`config.mk`:
```
export PLATFORM = sky130hd
export DESIGN_NAME = uvmc_ctrl
export DESIGN_NICKNAME = d
export VERILOG_FILES = /design/src/uvm_pkg_ctl.sv /design/src/uvmc_timer.sv /design/src/uvmc_ctrl.sv
export SDC_FILE = /design/constraint.sdc
export NUM_CORES = 1
export LEC_CHECK = 0
export BUFFER_PORTS_ARGS = -buffer_cell sky130_fd_sc_hd__buf_2
export CORE_MARGIN = 4
export CORE_UTILIZATION = 26
export CTS_CLUSTER_SIZE = 30
export DETAILED_ROUTE_END_ITERATION = 7
export PLACE_DENSITY = 0.44
export SLEW_MARGIN = 20
export SYNTH_ARGS = -nofsm -noshare
export SYNTH_HDL_FRONTEND = slang
export SYNTH_SLANG_ARGS = --single-unit
```
`constraint.sdc`:
```
create_clock -name clk -period 2.8 [get_ports clk]
set_clock_uncertainty 0.15 [all_clocks]
set_input_delay 0.42 -clock clk [delete_from_list [all_inputs] [get_ports clk]]
set_output_delay 0.42 -clock clk [all_outputs]
set_load 0.02 [all_outputs]
```
`src/uvm_pkg_ctl.sv`:
```
// Purpose: shared constants and types for the memory mode controller (host side)
// Assumes: 100 MHz clock, one clock domain
// Notes: timing counts derive from printed times and the clock period
package uvmc_pkg;
   // ***************************************************************
   // clock and timing
   // ***************************************************************
   localparam int unsigned CLK_PERIOD_PS = 10000;
   localparam int unsigned SETUP_TIME_NS = 2000;     // supply, select, address, data setup
   localparam int unsigned PULSE_TIME_NS = 100000;   // nominal program pulse
   localparam int unsigned ACCESS_TIME_NS = 200;     // slowest address/select access
   localparam int unsigned GATE_TIME_NS = 150;       // data valid from gate in verify
   localparam int unsigned FLOAT_TIME_NS = 130;      // gate high to float
   localparam int unsigned SETUP_CYC = (SETUP_TIME_NS * 1000 + CLK_PERIOD_PS - 1) / CLK_PERIOD_PS;
   localparam int unsigned PULSE_CYC = (PULSE_TIME_NS * 1000) / CLK_PERIOD_PS;
   localparam int unsigned ACCESS_CYC = (ACCESS_TIME_NS * 1000 + CLK_PERIOD_PS - 1) / CLK_PERIOD_PS;
   localparam int unsigned GATE_CYC = (GATE_TIME_NS * 1000 + CLK_PERIOD_PS - 1) / CLK_PERIOD_PS;
   localparam int unsigned FLOAT_CYC = (FLOAT_TIME_NS * 1000 + CLK_PERIOD_PS - 1) / CLK_PERIOD_PS;
   localparam int unsigned MAX_TRIES = 25;
   localparam int unsigned ADDR_W = 17;
   localparam int unsigned DATA_W = 8;
   localparam int unsigned CNT_W = 14;
   localparam int unsigned TRY_W = 5;
   localparam logic [16:0] ADDR_RESET = 17'h00000;
   localparam int unsigned ID_TRIGGER_BIT = 9;
   localparam int unsigned CODE_SELECT_BIT = 0;

   // ***************************************************************
   // commands and pin bundle
   // ***************************************************************
   typedef enum logic [1:0] {CMD_READ, CMD_PROGRAM, CMD_IDENT} uvmc_cmd_t;

   typedef struct packed {
      logic chip_select_n;
      logic output_gate_n;
      logic program_strobe_n;
      logic program_supply_on;
      logic raised_core_supply;
      logic identifier_high_voltage;
   } uvmc_ctl_t;

   localparam uvmc_ctl_t CTL_IDLE = '{1'b1, 1'b1, 1'b1, 1'b0, 1'b0, 1'b0};
endpackage : uvmc_pkg

```
`src/uvmc_timer.sv`:
```
// Purpose: down-counting wait timer used for every phase delay
// Assumes: load and count in the same clock domain
// Notes: done is high while the count is zero
`timescale 1ns/1ps
module uvmc_timer
   import uvmc_pkg::*;
#(
   parameter int unsigned WIDTH = CNT_W
) (
   input wire logic clk,
   input wire logic rst_b,
   input wire logic load,
   input wire logic [WIDTH-1:0] load_value,
   output logic done
);
   logic [WIDTH-1:0] count;
   logic [WIDTH-1:0] next_count;

   // ***************************************************************
   // next count
   // ***************************************************************
   always_comb begin
      next_count = count;
      if (load) begin
         next_count = load_value;
      end else if (count != '0) begin
         next_count = count - 1'b1;
      end
   end

   // register count
   always_ff @(posedge clk or negedge rst_b) begin
      if (!rst_b) begin
         count <= '0;
      end else begin
         count <= next_count;
      end
   end

   assign done = (count == '0);
endmodule : uvmc_timer

```
`src/uvmc_ctrl.sv`:
```
// Purpose: host controller that reads, programs and identifies the memory through its pins
// Assumes: supplies switched by external regulators from the supply enable outputs
// Notes: one request at a time; busy is high from acceptance until done
//
// Notes on behaviour
// - program mode needs high program supply and byte on data pins
// - strobe low pulse with select low, gate high writes the byte
// - verify uses select low, strobe high, gate low, raised core supply
// - read back and compare each byte after programming it
// - select high under program supply ignores the strobe
// - identifier needs high voltage on trigger line, others low; code select picks code
// - select from address decode, gate from system read strobe; here the controller's own read sequence drives both
// - strobe low pulse lasts the nominal pulse width
// - verify after each pulse, retry on mismatch, fail after maximum tries
`timescale 1ns/1ps
module uvmc_ctrl
   import uvmc_pkg::*;
#(
   parameter int unsigned PULSE_CYCLES = PULSE_CYC,
   parameter int unsigned TRIES = MAX_TRIES
) (
   input wire logic clk,
   input wire logic rst_b,
   input wire logic req_valid,
   input wire uvmc_cmd_t req_cmd,
   input wire logic [ADDR_W-1:0] req_addr,
   input wire logic [DATA_W-1:0] req_wdata,
   input wire logic req_code_select,
   output logic busy,
   output logic done,
   output logic fail,
   output logic [DATA_W-1:0] rdata,
   output logic [ADDR_W-1:0] mem_addr,
   output uvmc_ctl_t mem_ctl,
   output logic [DATA_W-1:0] mem_data_out,
   output logic mem_data_oe,
   input wire logic [DATA_W-1:0] mem_data_in
);
   // refuse pulse or try counts that the timer or the try counter cannot hold
   if (PULSE_CYCLES < 1 || PULSE_CYCLES >= (1 << CNT_W) ||
       TRIES < 1 || TRIES >= (1 << TRY_W)) begin : g_param_check
      $error("uvmc_ctrl: parameter out of range");
   end

   typedef enum logic [3:0] {ST_IDLE, ST_SETUP, ST_ACCESS, ST_SAMPLE, ST_PULSE, ST_GAP, ST_VERIFY,
                             ST_CHECK, ST_FLOAT} uvmc_state_t;

   // ***************************************************************
   // input synchroniser for memory data pins
   // ***************************************************************
   logic [DATA_W-1:0] data_meta;
   logic [DATA_W-1:0] data_sync;

   always_ff @(posedge clk or negedge rst_b) begin
      if (!rst_b) begin
         data_meta <= '0;
         data_sync <= '0;
      end else begin
         data_meta <= mem_data_in;
         data_sync <= data_meta;
      end
   end

   // ***************************************************************
   // main state
   // ***************************************************************
   uvmc_state_t state, next_state;
   uvmc_cmd_t cmd, next_cmd;
   logic [TRY_W-1:0] tries, next_tries;
   logic next_busy, next_done, next_fail;
   logic [DATA_W-1:0] next_rdata, wbyte, next_wbyte;
   logic [ADDR_W-1:0] next_mem_addr;
   uvmc_ctl_t next_mem_ctl;
   logic [DATA_W-1:0] next_mem_data_out;
   logic next_mem_data_oe;
   logic tmr_load;
   logic [CNT_W-1:0] tmr_value;
   logic tmr_done;

   uvmc_timer #(.WIDTH(CNT_W)) u_timer (
      .clk(clk),
      .rst_b(rst_b),
      .load(tmr_load),
      .load_value(tmr_value),
      .done(tmr_done)
   );

   // next values for sequencing and pins
   always_comb begin
      next_state = state;
      next_cmd = cmd;
      next_tries = tries;
      next_busy = busy;
      next_done = 1'b0;
      next_fail = fail;
      next_rdata = rdata;
      next_wbyte = wbyte;
      next_mem_addr = mem_addr;
      next_mem_ctl = mem_ctl;
      next_mem_data_out = mem_data_out;
      next_mem_data_oe = mem_data_oe;
      tmr_load = 1'b0;
      tmr_value = '0;
      unique case (state)
         ST_IDLE: begin
            if (req_valid) begin
               next_busy = 1'b1;
               next_fail = 1'b0;
               next_cmd = req_cmd;
               next_wbyte = req_wdata;
               next_tries = '0;
               next_mem_addr = req_addr;
               next_mem_ctl = CTL_IDLE;
               if (req_cmd == CMD_PROGRAM) begin
                  next_mem_ctl.raised_core_supply = 1'b1;
                  next_mem_ctl.program_supply_on = 1'b1;
                  next_mem_data_out = req_wdata;
                  next_mem_data_oe = 1'b1;
               end else if (req_cmd == CMD_IDENT) begin
                  next_mem_addr = '0;
                  next_mem_addr[CODE_SELECT_BIT] = req_code_select;
                  next_mem_ctl.identifier_high_voltage = 1'b1;
               end
               tmr_load = 1'b1;
               tmr_value = CNT_W'(SETUP_CYC);
               next_state = ST_SETUP;
            end
         end
         ST_SETUP: begin
            if (tmr_done) begin
               next_mem_ctl.chip_select_n = 1'b0;
               if (cmd == CMD_PROGRAM) begin
                  tmr_value = CNT_W'(SETUP_CYC);
                  next_state = ST_GAP;
               end else begin
                  next_mem_ctl.output_gate_n = 1'b0;
                  tmr_value = CNT_W'(ACCESS_CYC);
                  next_state = ST_ACCESS;
               end
               tmr_load = 1'b1;
            end
         end
         ST_ACCESS: begin
            if (tmr_done) begin
               next_state = ST_SAMPLE;
            end
         end
         ST_SAMPLE: begin
            next_rdata = data_sync;
            next_mem_ctl.output_gate_n = 1'b1;
            next_mem_ctl.chip_select_n = 1'b1;
            tmr_load = 1'b1;
            tmr_value = CNT_W'(FLOAT_CYC);
            next_state = ST_FLOAT;
         end
         ST_GAP: begin
            // gate high, outputs floated, data driven and set up, then strobe
            if (tmr_done && !mem_data_oe) begin
               next_mem_data_oe = 1'b1;
               tmr_load = 1'b1;
               tmr_value = CNT_W'(SETUP_CYC);
            end else if (tmr_done) begin
               next_mem_ctl.program_strobe_n = 1'b0;
               tmr_load = 1'b1;
               // the strobe rises on the edge after done shows zero, so load one less for an exact width
               tmr_value = CNT_W'(PULSE_CYCLES - 1);
               next_tries = tries + 1'b1;
               next_state = ST_PULSE;
            end
         end
         ST_PULSE: begin
            if (tmr_done) begin
               next_mem_ctl.program_strobe_n = 1'b1;
               tmr_load = 1'b1;
               tmr_value = CNT_W'(SETUP_CYC);
               next_state = ST_VERIFY;
            end
         end
         ST_VERIFY: begin
            // data hold time, then release the bus and open the gate for readback
            if (tmr_done) begin
               next_mem_data_oe = 1'b0;
               next_mem_ctl.output_gate_n = 1'b0;
               tmr_load = 1'b1;
               tmr_value = CNT_W'(GATE_CYC + 2);
               next_state = ST_CHECK;
            end
         end
         ST_CHECK: begin
            if (tmr_done) begin
               next_rdata = data_sync;
               next_mem_ctl.output_gate_n = 1'b1;
               tmr_load = 1'b1;
               tmr_value = CNT_W'(FLOAT_CYC);
               if (data_sync == wbyte) begin
                  next_mem_ctl.chip_select_n = 1'b1;
                  next_state = ST_FLOAT;
               end else if (tries >= TRY_W'(TRIES)) begin
                  next_fail = 1'b1;
                  next_mem_ctl.chip_select_n = 1'b1;
                  next_state = ST_FLOAT;
               end else begin
                  // retry: let the memory outputs float before driving the byte again
                  next_state = ST_GAP;
               end
            end
         end
         ST_FLOAT: begin
            // drop supplies together after outputs float
            if (tmr_done) begin
               next_mem_ctl = CTL_IDLE;
               next_mem_data_oe = 1'b0;
               next_busy = 1'b0;
               next_done = 1'b1;
               next_state = ST_IDLE;
            end
         end
         default: begin
            next_state = ST_IDLE;
         end
      endcase
   end

   // register controller state and pins
   always_ff @(posedge clk or negedge rst_b) begin
      if (!rst_b) begin
         state <= ST_IDLE;
         cmd <= CMD_READ;
         tries <= '0;
         busy <= 1'b0;
         done <= 1'b0;
         fail <= 1'b0;
         rdata <= '0;
         wbyte <= '0;
         mem_addr <= ADDR_RESET;
         mem_ctl <= CTL_IDLE;
         mem_data_out <= '0;
         mem_data_oe <= 1'b0;
      end else begin
         state <= next_state;
         cmd <= next_cmd;
         tries <= next_tries;
         busy <= next_busy;
         done <= next_done;
         fail <= next_fail;
         rdata <= next_rdata;
         wbyte <= next_wbyte;
         mem_addr <= next_mem_addr;
         mem_ctl <= next_mem_ctl;
         mem_data_out <= next_mem_data_out;
         mem_data_oe <= next_mem_data_oe;
      end
   end
endmodule : uvmc_ctrl

```
* Word level (Yosys, flattened, before mapping)
Index checks and enable logic that the tools add are counted.
Storage, ports and cells: register bits 92
Cells by class: $add $sub $neg 2, equality and inequality tests 28, reductions and logical operators 27, multiplexer cells 64, $lt $le $gt $ge 1
Operators with widths (number):
- 14-bit case mux with 7 select lines | 1
- 14-bit two-way mux | 5
- 4-bit two-way mux | 12
- 4-bit case mux with 9 select lines | 1
- 17-bit two-way mux | 2
- 8-bit two-way mux | 4
- 2-bit inequality test, second input constant | 14
- 5-bit two-way mux | 4
- 1-bit two-way mux | 19
- 4-bit by 3-bit equality test with 1-bit output, second input constant | 4
- 8-bit case mux with 2 select lines | 1
- 14-bit zero test | 1
- 14-bit nonzero test | 1
- 14-bit by 1-bit subtractor with 14-bit output, second input constant | 1
- 6-bit two-way mux | 2
- 6-bit AND reduction | 2
- 5-bit case mux with 2 select lines | 1
- 5-bit AND reduction | 2
- 2-bit nonzero test | 5
- 9-bit AND reduction | 1
- 4-bit by 2-bit equality test with 1-bit output, second input constant | 2
- 8-bit equality test | 1
- 1-bit case mux with 4 select lines | 2
- 7-bit AND reduction | 1
- other kinds (27) | 33

* Longest topological paths before layout
depth after elaboration 5, mapped depth 9, depth with buffers taken out 7

* Cells and area by module
From an unflattened synthesis, not the netlist that was laid out.
Second synthesis, totals: cells, all modules 422, area total of the unflattened synthesis 4274.1 um2
By module, submodules not included:
- uvmc_ctrl | sequential area each 1930.6 um2, times used 1, area an instance 3445.8 um2, cells an instance 337
- uvmc_timer | sequential area each 350.3 um2, times used 1, area an instance 828.3 um2, cells an instance 85

* Worst setup path after synthesis
No wires, ideal clock.
kind reg-to-reg, from register u_timer.count[0], to register mem_ctl[3] in the netlist's numbering, period minus slack after synthesis 2.086 ns, path buffers 1, arrival 1.857 ns, setup time 0.079 ns, path slack 0.714 ns, cell stages (with the launch flop) 8, data required time 2.571 ns, path through dfrtp_1 -> inv_1 -> ha_1 -> nor4b_4 -> nand4_2 -> or3_1 -> buf_6 -> a22o_1
Between the ends: longest elaborated chain between the ends 4, elaborated cells between the ends (all ways) 7
Ends and longest elaborated chain:
- start, declared | line uvmc_timer.sv:16 | logic [WIDTH-1:0] count;
- start signal, assigned | line uvmc_timer.sv:36 | count <= next_count;
- 14-bit zero test (*) | line uvmc_timer.sv:40 | assign done = (count == '0);
- 1-bit logical AND | line uvmc_ctrl.sv:158 | if (tmr_done && !mem_data_oe) begin
- 2-bit inequality test (no source line)
- 6-bit AND reduction (no source line) (*)
- end signal, assigned | line uvmc_ctrl.sv:249 | mem_ctl <= next_mem_ctl;
- end, declared | line uvmc_ctrl.sv:34 | output uvmc_ctl_t mem_ctl,
Every way passes the cells marked *; elsewhere a longest branch is shown, timed or not. A chain may end at the register's enable or synchronous reset.

* Final worst setup path
from register u_timer.count[0], to register u_timer.count[2]
Between the ends: longest elaborated chain between the ends 5, elaborated cells between the ends (all ways) 15
Ends and longest elaborated chain:
- parallel branches: the longest is 5 deep, another holds 14-bit by 1-bit subtractor with 14-bit output
Parallel ways; which one is timed is not known. The select of a mux whose other input is x is not followed.

==> impl_metrics.env <==
export IMPL_outcome="completed"
export IMPL_synth_edff_count=0
export IMPL_cts_tree="done"
export IMPL_vdd_ir_drop_worst_uv=371
export IMPL_synthDistinctLibCells=55
export IMPL_async_flop_share_pct=100
export IMPL_ys_flop_type="dfrtp_1"
export IMPL_post_route_period_util_pct=87.7
export IMPL_dpl_hpwl_mm=7.51
export IMPL_die_w_microns=135
export IMPL_synth_seq_cells=91
export IMPL_netlist_area_sq_um=4180
export IMPL_vias_per_cell=4.58
export IMPL_avgSynthCellArea_sq_um=10.2
export IMPL_gp_congestion=0.805
export IMPL_critPathLaunchType="flip-flop"
export IMPL_min_path_type="in2reg"
export IMPL_cp_required_ns=2.88
export IMPL_fin_setup_tns_ns=0
export IMPL_dp_slack_ns=0.376
export IMPL_cts_made_buffers=9
export IMPL_grt_antenna_before_repair=0
export IMPL_die_h_microns=135
export IMPL_final_common_cell="nand2_1"
export IMPL_most_common_layout_cells="nand2_1, dfrtp_1, buf_2"
export IMPL_post_cts_buffers=0
export IMPL_critPathMaxFanout=19
export IMPL_area_growth_pct=24.9
export IMPL_maxSlewHeadroom_pct=50.5
export IMPL_grtUsageTotal_pct=12.1
export IMPL_drive_above_1_share_pct=26.3
export IMPL_first_global_vias=3403
export IMPL_drv_cap=0
export IMPL_synthCells=408
export IMPL_drv_slew=0
export IMPL_drtPass1Iterations=5
export IMPL_setup_viol=0
export IMPL_drt_initial_drc_count=199
export IMPL_yosys_area_top_type="dfrtp_1"
export IMPL_synth_compound_area_share_pct=9.46
export IMPL_reg2reg_depth=8
export IMPL_synth_area_leaders="dfrtp_1, nand2_1, xnor2_1, nand3_1, mux2_2"
export IMPL_hold_path_depth=1
export IMPL_synth_fa_ha_area_share_pct=1.20
export IMPL_seq_area_frac_synth_pct=54.6
export IMPL_synth_top_family_by_area="simple AND/OR/NAND/NOR gates"
export IMPL_antennaDiodeCount=0
export IMPL_clock_sinks=91
export IMPL_min_period_ns=2.45
export IMPL_fp_dieArea_sq_um=18200
export IMPL_power_density_nw_per_um2=1150
export IMPL_clk_latency_ns=0.34
export IMPL_nets=536
export IMPL_drcViolationCount=0
export IMPL_root_buffer="clkbuf_16"
export IMPL_leakage_nw=2.41
export IMPL_layout_setup_ws_ns=0.345
export IMPL_yosysWarnings=0
export IMPL_worstMarginPinSlew_ns=0.743
export IMPL_rows=46
export IMPL_synth_xor_area_share_pct=5.03
export IMPL_cts_htree_levels=3
export IMPL_coreArea_sq_um=15800
export IMPL_worstPathArrival_ns=2.54
export IMPL_io_pins=82
export IMPL_yosys_area_top_type_share_pct=52.7
export IMPL_postRouteAntennaNets=0
export IMPL_critical_path_class="reg2reg"
export IMPL_synthSimpleGateAreaFrac_pct=20.9
export IMPL_timing_fmax_ghz=0.407
export IMPL_cts_buffer_depth=2
export IMPL_hold_viol_final=0
export IMPL_wl_per_cell_microns=14.7
export IMPL_cts_clk_slew_worst_paths_ns=0.07
export IMPL_initial_core_util_pct=26.4
export IMPL_rsz0062_at_grt="false"
export IMPL_endpoint_kind="flip-flop"
export IMPL_wl_mm=10.5
export IMPL_numPortBuffers=81
export IMPL_vias=3268
export IMPL_grt_pass1_wl_mm=17.6
export IMPL_synthMuxAreaShare_pct=5.54
export IMPL_gr_total_overflow=0
export IMPL_holdWs_ns=0.0308
export IMPL_grt_max_degree=59
export IMPL_synth_fp_nets=451
## layout make-up
type	count	area (sq um)
Fill cell	1636	10600
Sequential cell	91	2280
Multi-Input combinational cell	285	1760
Timing Repair Buffer	96	536
Tap cell	216	270
Clock buffer	9	225
Clock inverter	7	108
Inverter	10	37.5
## routing by layer
metal  vias to the layer above  wire length, microns  track usage, %
met4                         0                   214            3.90
met2                        72                  4920            19.1
met5                         -                     0               0
met3                        18                   531            3.17
li1                       1583                     -               -
met1                      1595                  4860            16.2
## final timing paths
check | slack [ns] | end | from
min in group asynchronous | 0.43 | rdata[3] | rst_b
max | 0.35 | u_timer.count[2] | u_timer.count[0]
min reg2reg | 0.19 | data_sync[4] | data_meta[4]
min | 0.03 | data_meta[3] | mem_data_in[3]
max in group asynchronous | 1.36 | mem_ctl[3] | rst_b
max reg2reg | 0.35 | u_timer.count[2] | u_timer.count[0]
## kinds of logic after synthesis
kind of cell               Yosys count
AOI/OAI and AO/OA                   54
xor gates and xnor gates            24
adders and majority gates            4
DFF                                 91
and+or+nand+nor                    182
muxes                               21
buffers and inverters               32
## worst max-delay path: stages, from the launching register on
cell and delay [ns]:
dfrtp_1 0.39, inv_1 0.11, ha_1 0.15, nor4b_4 0.29, nand4_2 0.15, buf_4 0.23
or3_1 0.56, nor2b_1 0.23, o311ai_1 0.08
## cells in the mapped netlist (7+ instances only)
master / instances
nand2_1: 89
dfrtp_1: 88
nand3_1: 27
nor2_1: 21
xnor2_1: 19
clkbuf_1: 11
inv_1: 10
nor3_1: 10
mux2_2: 9
a21oi_1: 8
mux2_1: 8
o21ai_0: 7
## registers in the layout, indices dropped and copies added (netlist names)
name,flops
mem_addr,17
u_timer.count,14
data_meta,8
data_sync,8
mem_data_out,8
rdata,8
wbyte,8
mem_ctl,5
tries,5
state,4
cmd,2
busy,1
done,1
fail,1
mem_data_oe,1
## stage by stage
step | utilization, % | cells | total power, mW | instance area (sq um)
5_1_grt | 33.0 | 714 | 6.46 | 5220
6_report | 33.0 | 714 | 6.02 | 5220
2_1_floorplan | - | 408 | 3.90 | 4180
4_1_cts | 33.0 | 714 | 6.09 | 5220
3_5_place_dp | 30.8 | 697 | 4.71 | 4880
3_3_place_gp | 30.8 | 697 | 4.68 | 4880
## report_power, final
part	internal [mW]	switching [mW]
clock network	0.802	0.550
registers	1.77	0.412
logic	1.00	1.48
## what timing repair did
item                                   in CTS  in global routing
resized for setup                           0                  0
endpoints found under the hold margin      33                  0
hold buffers                                1                  0
(Power assumes the default switching activity.)
